[src/rtl/kbsip_pkg.sv]
// package for the keyboard strobe input port: constants, field positions, port map
// assumes one clock domain (ref_clk, 125 MHz) and a synchronous active-high reset
package kbsip_pkg;

  // ****************************************
  // widths
  // ****************************************
  localparam int KBSIP_DATA_W = 8;
  localparam int KBSIP_ADDR_W = 8;
  localparam int KBSIP_SEL_W  = 6;
  localparam int KBSIP_PRI_W  = 3;

  // ****************************************
  // port map (low two address bits choose the register)
  // ****************************************
  localparam logic [1:0] KBSIP_DATA_IDX   = 2'h0;
  localparam logic [1:0] KBSIP_STATUS_IDX = 2'h1;

  // ****************************************
  // status field positions
  // ****************************************
  localparam int KBSIP_STAT_REQ_BIT = 0;
  localparam int KBSIP_STAT_STB_BIT = 7;

  // ****************************************
  // reset and default values
  // ****************************************
  localparam logic [KBSIP_DATA_W-1:0] KBSIP_DATA_RST    = 8'h00;
  localparam logic [KBSIP_SEL_W-1:0]  KBSIP_SEL_DEFAULT = 6'h3e;
  localparam logic [KBSIP_PRI_W-1:0]  KBSIP_PRI_DEFAULT = 3'h2;

  typedef enum logic [1:0] {
    KBSIP_SEL_NONE,
    KBSIP_SEL_DATA,
    KBSIP_SEL_STATUS
  } kbsip_sel_t;

endpackage : kbsip_pkg

[src/rtl/kbsip_port.sv]
// keyboard strobe input port: data latch, request latch, status port, port decode
// assumes bus signals are on ref_clk; keyboard pins are asynchronous
`timescale 1ns/1ns
module kbsip_port
  import kbsip_pkg::*;
(
  // clock and reset
  input  wire logic                    ref_clk,
  input  wire logic                    rst,
  // keyboard pins
  input  wire logic [KBSIP_DATA_W-1:0] kbd_data,
  input  wire logic                    kbd_strobe,
  // jumpers and switches
  input  wire logic                    strobe_polarity_jumper,
  input  wire logic [KBSIP_SEL_W-1:0]  port_addr_switch,
  input  wire logic [KBSIP_PRI_W-1:0]  interrupt_priority_jumper,
  // processor input-port bus
  input  wire logic                    io_rd,
  input  wire logic                    irq_ack,
  input  wire logic [KBSIP_ADDR_W-1:0] io_addr,
  output logic      [KBSIP_DATA_W-1:0] io_rdata,
  output logic                         io_rdata_en,
  // interrupt request
  output logic                         irq,
  output logic      [KBSIP_PRI_W-1:0]  irq_level
);

  // ****************************************
  // pin synchronisers
  // ****************************************
  logic [KBSIP_DATA_W:0] pins_sync;

  kbsip_sync #(.W(KBSIP_DATA_W + 1)) u_sync (
    .ref_clk (ref_clk),
    .rst     (rst),
    .din     ({kbd_strobe, kbd_data}),
    .dout    (pins_sync)
  );

  logic                    strobe_raw;
  logic [KBSIP_DATA_W-1:0] data_sync;
  assign strobe_raw = pins_sync[KBSIP_DATA_W];
  assign data_sync  = pins_sync[KBSIP_DATA_W-1:0];

  // ****************************************
  // strobe edge detect
  // ****************************************
  logic strobe_act;
  logic strobe_prev;
  logic next_strobe_prev;
  logic key_edge;

  assign strobe_act = strobe_raw ^ strobe_polarity_jumper;
  assign key_edge   = strobe_act & ~strobe_prev;

  // ****************************************
  // port decode
  // ****************************************
  function automatic kbsip_sel_t decode(input logic [KBSIP_ADDR_W-1:0] a,
                                        input logic [KBSIP_SEL_W-1:0]  sw);
    if (a[KBSIP_ADDR_W-1 -: KBSIP_SEL_W] != sw) begin
      return KBSIP_SEL_NONE;
    end
    // low bits only pick data or status; the port itself ignores them
    if (a[1:0] == KBSIP_STATUS_IDX) begin
      return KBSIP_SEL_STATUS;
    end
    return KBSIP_SEL_DATA;
  endfunction : decode

  kbsip_sel_t sel;
  assign sel = io_rd ? decode(io_addr, port_addr_switch) : KBSIP_SEL_NONE;

  // ****************************************
  // latches
  // ****************************************
  logic [KBSIP_DATA_W-1:0] data_latch;
  logic [KBSIP_DATA_W-1:0] next_data_latch;
  logic                    req_latch;
  logic                    next_req_latch;
  logic [KBSIP_DATA_W-1:0] next_io_rdata;
  logic                    next_io_rdata_en;

  always_comb begin
    next_strobe_prev = strobe_act;
    next_data_latch  = data_latch;
    next_req_latch   = req_latch;
    if (key_edge) begin
      next_data_latch = data_sync;
    end
    // a data read or an acknowledge services the key; a new edge wins the tie
    if ((sel == KBSIP_SEL_DATA) || irq_ack) begin
      next_req_latch = 1'b0;
    end
    if (key_edge) begin
      next_req_latch = 1'b1;
    end
    next_io_rdata    = '0;
    next_io_rdata_en = 1'b0;
    case (sel)
      KBSIP_SEL_DATA: begin
        next_io_rdata    = data_latch;
        next_io_rdata_en = 1'b1;
      end
      KBSIP_SEL_STATUS: begin
        next_io_rdata[KBSIP_STAT_REQ_BIT] = req_latch;
        next_io_rdata[KBSIP_STAT_STB_BIT] = strobe_raw;
        next_io_rdata_en                  = 1'b1;
      end
      default: begin
        next_io_rdata_en = 1'b0;
      end
    endcase
  end

  always_ff @(posedge ref_clk) begin
    if (rst) begin
      // prev starts active: the synchroniser reads zero for two edges after reset,
      // which with the inverted jumper would otherwise look like a fresh keypress
      strobe_prev <= 1'b1;
      data_latch  <= KBSIP_DATA_RST;
      req_latch   <= 1'b0;
      io_rdata    <= '0;
      io_rdata_en <= 1'b0;
    end else begin
      strobe_prev <= next_strobe_prev;
      data_latch  <= next_data_latch;
      req_latch   <= next_req_latch;
      io_rdata    <= next_io_rdata;
      io_rdata_en <= next_io_rdata_en;
    end
  end

  assign irq       = req_latch;
  assign irq_level = interrupt_priority_jumper;
endmodule : kbsip_port

[src/rtl/kbsip_sync.sv]
// two-flop synchroniser for asynchronous keyboard pins
// assumes the pins are quasi-static around each strobe edge
`timescale 1ns/1ns
module kbsip_sync #(
  parameter int W = 1
) (
  // clock and reset
  input  wire logic         ref_clk,
  input  wire logic         rst,
  // async in, synced out
  input  wire logic [W-1:0] din,
  output logic      [W-1:0] dout
);

  logic [W-1:0] stage1;
  logic [W-1:0] next_stage1;
  logic [W-1:0] next_dout;

  always_comb begin
    next_stage1 = din;
    next_dout   = stage1;
  end

  always_ff @(posedge ref_clk) begin
    if (rst) begin
      stage1 <= '0;
      dout   <= '0;
    end else begin
      stage1 <= next_stage1;
      dout   <= next_dout;
    end
  end

endmodule : kbsip_sync

[config.mk]
export PLATFORM = sky130hd
export DESIGN_NAME = kbsip_port
export DESIGN_NICKNAME = d
export VERILOG_FILES = /design/src/rtl/kbsip_pkg.sv /design/src/rtl/kbsip_port.sv /design/src/rtl/kbsip_sync.sv
export SDC_FILE = /design/constraint.sdc
export NUM_CORES = 1
export LEC_CHECK = 0
export ABC_AREA = 0
export BUFFER_PORTS_ARGS = -buffer_cell sky130_fd_sc_hd__buf_4
export CAP_MARGIN = 20
export CORE_AREA = 2 2 58 60
export DETAILED_ROUTE_END_ITERATION = 10
export DIE_AREA = 0 0 60 62
export GPL_ROUTABILITY_DRIVEN = 0
export HOLD_SLACK_MARGIN = 0.15
export PLACE_DENSITY = 0.7
export REMOVE_ABC_BUFFERS = 1
export SKIP_LAST_GASP = 1
export SYNTH_ARGS = -nofsm -noshare
export SYNTH_HDL_FRONTEND = slang
export SYNTH_SLANG_ARGS = --single-unit
[constraint.sdc]
create_clock -name ref_clk -period 3.3 [get_ports ref_clk]
set_input_delay 0.165 -clock ref_clk [delete_from_list [all_inputs] [get_ports ref_clk]]
set_output_delay 0.165 -clock ref_clk [all_outputs]
set_load 0.02 [all_outputs]
==> metrics.txt, run 1 <==
run status completed; routed vias/inst roughly 4.3; CTS H-tree lvls 2; # clock sinks 37; clk slew on worst S/H paths about 0.11 ns; ranking of synthesized cells by area dfxtp_1 (56%), nor2b_1 (9.0%), nand2b_1 (8.0%); Sequential Power Share 0.580; Die ar. 0.00372 mm2; Overflow after GRT 0; fin nets about 200; vias post-DR just over 900; die width ~60 um; busiest grt layer met2; top_reg_cell synth dfxtp_1; Max Clk Rate between 600 and 700 MHz; drt drc 0; root buffer cell clkbuf_4; vias in the first global route 836; sequential share of the synthesized area 0.561; Leak between 0.0007 and 0.0008 uW; register area around 740 um2; synthesized area 0.00132 mm2; clk buf depth 2; Async SR Flop Fraction 0; Worst VDD drop 0.000305 V; final cell count without fillers 215; DP HPWL between 1000 and 1500 um; pwr dens 447 mW/mm2; CP Capture Type flop; ratio of cells with drive above 1 in the final layout 0.278; Synth warnings 0; met3 usage 0.0373; Post-Syn Area per Cell 10.9 um2; area leader, netlist dfxtp_1; Hold Vio Cnt, Final 0; Int Pwr 631 uW; WL final 2120 um; setup bufs post-CTS 0; latest clock arrival within the worst-skew pair 0.33 ns; DP Cell Count 197; most frequent cells after synthesis dfxtp_1 (37), nor2b_1 (19), nand2b_1 (17); Max Cap Viol 0; sw power about 170 uW; Syn-to-layout area delta 35.4%; Detailed Routing Iterations Pass 1 4; initial antenna violation count 0; Switching Share 0.211; Synth cell types 24; clock network fraction of total power 0.325; Slew Viols, Final 0; CTS tree built; first-pass GRT wire length ~3300 um; fin crit share 0.483; Slew headroom 0.782; CTS buffer count 5; Gate power share 0.094; number of synthesized flops with an enable pin 0; worst-case clock skew 0.00670 ns; class of the worst hold path input pin to flop; crit path cell chain buf_4, xor2_1, a221o_1, or4_1, ha_1, nor3b_1, o21ba_2; Top Ports 44; met2 Use GR 0.224; Finish-stage setup viols 0; Tmin final roughly 1.6 ns; Die Span Y 62 um; met1 usage 0.114; Yosys top cell area share 0.561; most frequent cell after synthesis dfxtp_1; core footprint 0.00318 mm2; ANT nets after route 0; gr usage total 0.122; RSZ-0062 raised after global routing no; worst-margin pin slew 0.324 ns; Crit path max-delay family simple AND/OR/NAND/NOR gates; detailed-route wire length per cell 9.85 um; IO Port Bufs 37; Starting Density 0.416; max incr delay on CP 0.48 ns; initial DRC count 18; Slowest-stage cell, CP or4_1; Rows 21; Multi-input gate area 532 um2; Startpoint Class input pin; Fill cells 280; Worst EP required approximately 3.6 ns; crit path max fanout 4; post-synthesis sequential element count 37; Post-Synthesis Cells around 120; Worst Setup Path Type input pin to flop; pin count of the biggest net entering global routing 41; crit path DAT between 1.5 and 2 ns; CP bufs+invs 1; TNS Setup 0 ns; ANT cells 0
-- through the flow --
| step | util | setup slack [ns] | hold WS (ns) | cell area (um2) | power, uW |
|---|---|---|---|---|---|
| 5_1_grt | 0.563 | 1.66 | 0.166 | 1790 | 833 |
| 2_1_floorplan | - | 1.61 | 0.232 | 1280 | 504 |
| 4_1_cts | 0.563 | 1.75 | 0.165 | 1790 | 807 |
| 3_3_place_gp | 0.509 | 1.41 | 0.330 | 1620 | 537 |
| 3_5_place_dp | 0.509 | 1.38 | 0.330 | 1620 | 540 |
| 6_report | 0.563 | 1.71 | 0.185 | 1790 | 799 |
-- metal layers --
metal,vias up,part of all wire
met4,0,0.030
met5,-,0
met1,418,0.41
li1,482,-
met3,7,0.048
met2,25,0.51
-- what timing repair did --
| item | in CTS | in global routing |
|---|---|---|
| endpoints found under the hold margin | 10 | 0 |
| gates resized for setup | 0 | 0 |
| hold buffers | 10 | 0 |
-- state kept, by name, summed over array words and instances, names as in the netlist --
signal / flops
io_rdata: 8
data_latch: 8
irq: 1
u_sync.next_dout: 9
u_sync.dout: 9
io_rdata_en: 1
strobe_prev: 1
-- kinds of logic (layout without fill, tap and decap cells) --
kind of cell | Yosys count | after routing | share of synthesized area
AOI/OAI and AO/OA | 6 | 6 | 0.0369
xor gates and xnor gates | 5 | 5 | 0.0331
adders and majority gates | 2 | 2 | 0.0189
buffers and inverters | 10 | 58 | 0.0369
DFF | 37 | 37 | 0.561
muxes | 8 | 8 | 0.0606
and+or+nand+nor | 53 | 53 | 0.253
-- cell type report --
cell class / instances / area share
Sequential cell: 37 / 0.414
Clock inverter: 1 / 0.00280
Multi-Input combinational cell: 74 / 0.297
Timing Repair Buffer: 47 / 0.211
Inverter: 3 / 0.00629
Clock buffer: 7 / 0.0364
Tap cell: 46 / 0.0322
-- worst reg2reg max path: cells and delay by family (launching register included) --
family                    cells  cell delay (ns)
muxes                         1             0.24
and+or+nand+nor               1             0.29
DFF                           1             0.34
xor gates and xnor gates      1             0.17
-- layout by cell type (no fill, tap or decap), drive strengths merged, types with 3 or more instances in the layout --
cell type	count
xnor2	4
nor2b	19
dfxtp	37
clkbuf	7
buf	37
nand2b	17
and2	6
inv	3
dlygate4sd3	10
mux2i	8
-- power groups by stage --
stage | Sequential (uW) | Clock (uW) | Combinational [uW]
final | 464 | 260 | 75.5
after global routing | 465 | 285 | 83.3
after CTS | 464 | 267 | 75.7
after detailed placement | 474 | 0 | 66.3
after global placement | 473 | 0 | 63.7
after floorplan | 474 | 0 | 30.3
-- worst paths after layout --
check	startpoint	to	slack, ns	cells after the start
hold / removal	irq_ack	irq	0.19	3
setup / recovery	port_addr_switch[4]	irq	1.71	7
hold reg to reg	u_sync.next_dout[3]	u_sync.dout[3]	0.44	1
setup reg to reg	u_sync.dout[8]	data_latch[1]	2.20	3
Note: power is estimated with default switching activity, not from simulation.
==> run 2, diff against run 1 <==
--- a/config.mk
+++ b/config.mk
@@ -5,15 +5,15 @@
 export SDC_FILE = /design/constraint.sdc
 export NUM_CORES = 1
 export LEC_CHECK = 0
-export ABC_AREA = 0
+export ABC_AREA = 1
 export BUFFER_PORTS_ARGS = -buffer_cell sky130_fd_sc_hd__buf_4
 export CAP_MARGIN = 20
-export CORE_AREA = 2 2 58 60
+export CORE_AREA = 2 2 59 61
 export DETAILED_ROUTE_END_ITERATION = 10
-export DIE_AREA = 0 0 60 62
+export DIE_AREA = 0 0 61 63
 export GPL_ROUTABILITY_DRIVEN = 0
 export HOLD_SLACK_MARGIN = 0.15
-export PLACE_DENSITY = 0.7
+export PLACE_DENSITY = 0.72
 export REMOVE_ABC_BUFFERS = 1
 export SKIP_LAST_GASP = 1
 export SYNTH_ARGS = -nofsm -noshare
==> constraint.sdc (replaced) <==
create_clock -name ref_clk -period 1.3 [get_ports ref_clk]
set_input_delay 0.065 -clock ref_clk [delete_from_list [all_inputs] [get_ports ref_clk]]
set_output_delay 0.065 -clock ref_clk [all_outputs]
set_load 0.02 [all_outputs]
==> run 2 against run 1 <==
Design area up 11%. Routed wire length up 0.85%. Setup slack worse by 1.7 ns. Global-route usage up 0.95 points. Largest cell class unchanged. Highest routed layer unchanged.
==> metrics.txt, run 2 <==
most frequent cells in the layout inv_1 (44), nand2_1 (40), dfxtp_1 (37), buf_4 (36), nor2_1 (33); xor and xnor area share after synthesis 0; Compound-Gate Fraction of Synth Area 0.0441; setup bufs post-CTS 0; CTS buffer count 5; Rows 21; clk buf depth 2; Tmin final 1.25 ns; Post-Syn Area per Cell 7.49 um2; crit path DAT ~1.5 ns; Max Clk Rate about 800 MHz; Worst Setup Path Type input pin to flop; Yosys top cell area share 0.544; Hold Vio Cnt, Final 0; drt drc 0; latest clock arrival within the worst-skew pair 0.33 ns; post-synthesis sequential element count 37; Async SR Flop Fraction 0; most frequent cells after synthesis inv_1 (44), nand2_1 (40), dfxtp_1 (37); RSZ-0062 raised after global routing no; Overflow after GRT 0; vias in the first global route around 1100; gr usage total 0.131; adder-cell area share of the yosys netlist 0.0184; class of the worst hold path input pin to flop; IO Port Bufs 37; detailed-route wire length per cell between 7 and 8 um; fin nets approximately 280; number of synthesized flops with an enable pin 0; CTS H-tree lvls 2; CTS tree built; ANT cells 0; Worst EP required about 1.5 ns; Detailed Routing Iterations Pass 1 4; DP HPWL ~1500 um; Max Cap Viol 0; worst-margin pin slew 0.220 ns; # clock sinks 37; most frequent cell after synthesis inv_1; run status completed; Top Ports between 40 and 50; Worst VDD drop 0.000751 V; pin count of the biggest net entering global routing 30; Leak 0.000968 uW; core footprint between 0.003 and 0.004 mm2; crit path max fanout 29; Synth Area in Simple Gates 0.245; Slew Viols, Final 0; initial DRC count 22; WL final 2140 um; commonest non-fill, non-tap cell in the layout inv_1; sequential share of the synthesized area 0.544; worst-case clock skew 0.0102 ns; final core utilization 0.617; Synth warnings 0; TNS Setup 0 ns; first-pass GRT wire length 3880 um; Die ar. 0.00384 mm2; area leader, netlist dfxtp_1; CP Capture Type flop; pwr dens 1120 mW/mm2; Post-Synthesis Cells ~180; Fill cells 301; Syn-to-layout area delta 46.3%; clk slew on worst S/H paths 0.11 ns; ranking of synthesized cells by area dfxtp_1 (54%), inv_1 (12%), nand2_1 (11%); synthesized area around 0.0014 mm2; ratio of cells with drive above 1 in the final layout 0.200; Slew headroom 0.853; routed vias/inst 3.93; Startpoint Class input pin; Synth cell types 14; vias post-DR 1143; Die Span Y 63 um; Starting Density 0.422; Hold Slack 0.190 ns; Tot Pwr 2220 uW; mux cell area share after synthesis 0; root buffer cell clkbuf_4; largest family of logic cells by synthesized area simple AND/OR/NAND/NOR gates; initial antenna violation count 0; ANT nets after route 0; top_reg_cell synth dfxtp_1; fin crit share 0.962; die width 61 um; Finish-stage setup viols 0
==> run 2: kinds of logic after synthesis <==
logic type	after synthesis
flops	37
compound gates	12
simple gates	81
fa+ha+maj	2
buf+inv	50
==> run 2: timing repair <==
action,4_1_cts,5_1_grt
endpoints found under the hold margin,32,0
resized for setup,0,1
setup endpoints to repair,0,9
hold buffers,24,0
==> run 2: worst max-delay path, stage by stage <==
cell and delay, ns:
dlygate4sd3_1 0.55, buf_6 0.22, nor2_1 0.08, dlygate4sd3_1 0.56
==> run 2: routing by layer <==
layer  GRT usage  vias up  share of wire
met5           0        -              0
met4      0.0761        0          0.020
met3      0.0311        4          0.041
met1       0.140      473           0.46
met2       0.224       23           0.47
li1            -      643              -
==> run 2: area by class of cell <==
cell class                      instances  area, um2  share of cell area
Multi-Input combinational cell         95        419               0.210
Tap cell                               46       57.6              0.0289
Sequential cell                        37        741               0.372
Clock inverter                          2       37.5              0.0188
Timing Repair Buffer                   61        522               0.262
Inverter                               44        165              0.0829
Clock buffer                            6       51.3              0.0257
==> run 2: per-stage QoR <==
stage                     area (um2)  worst slack (ns)  instances
after CTS                       1990            0.0271        291
after floorplan                 1330             0.232        176
after global placement          1660            0.0296        259
after detailed placement        1660           -0.0388        259
after global routing            1990           0.00851        291
final                           1990            0.0489        291
==> run 2: path summary, 6_finish.rpt <==
kind,end,start,slack (ns),cells past startpoint
max,u_sync.next_dout[3],rst,0.05,4
min,io_rdata_en,io_addr[0],0.19,5
max reg2reg,data_latch[7],u_sync.dout[8],0.27,6
min reg2reg,u_sync.dout[7],u_sync.next_dout[7],0.41,2
==> run 2: where the power goes <==
group          switching [uW]  internal [uW]  total (uW)
registers                11.5           1170        1180
logic                    96.7            134         231
clock network             358            457         815
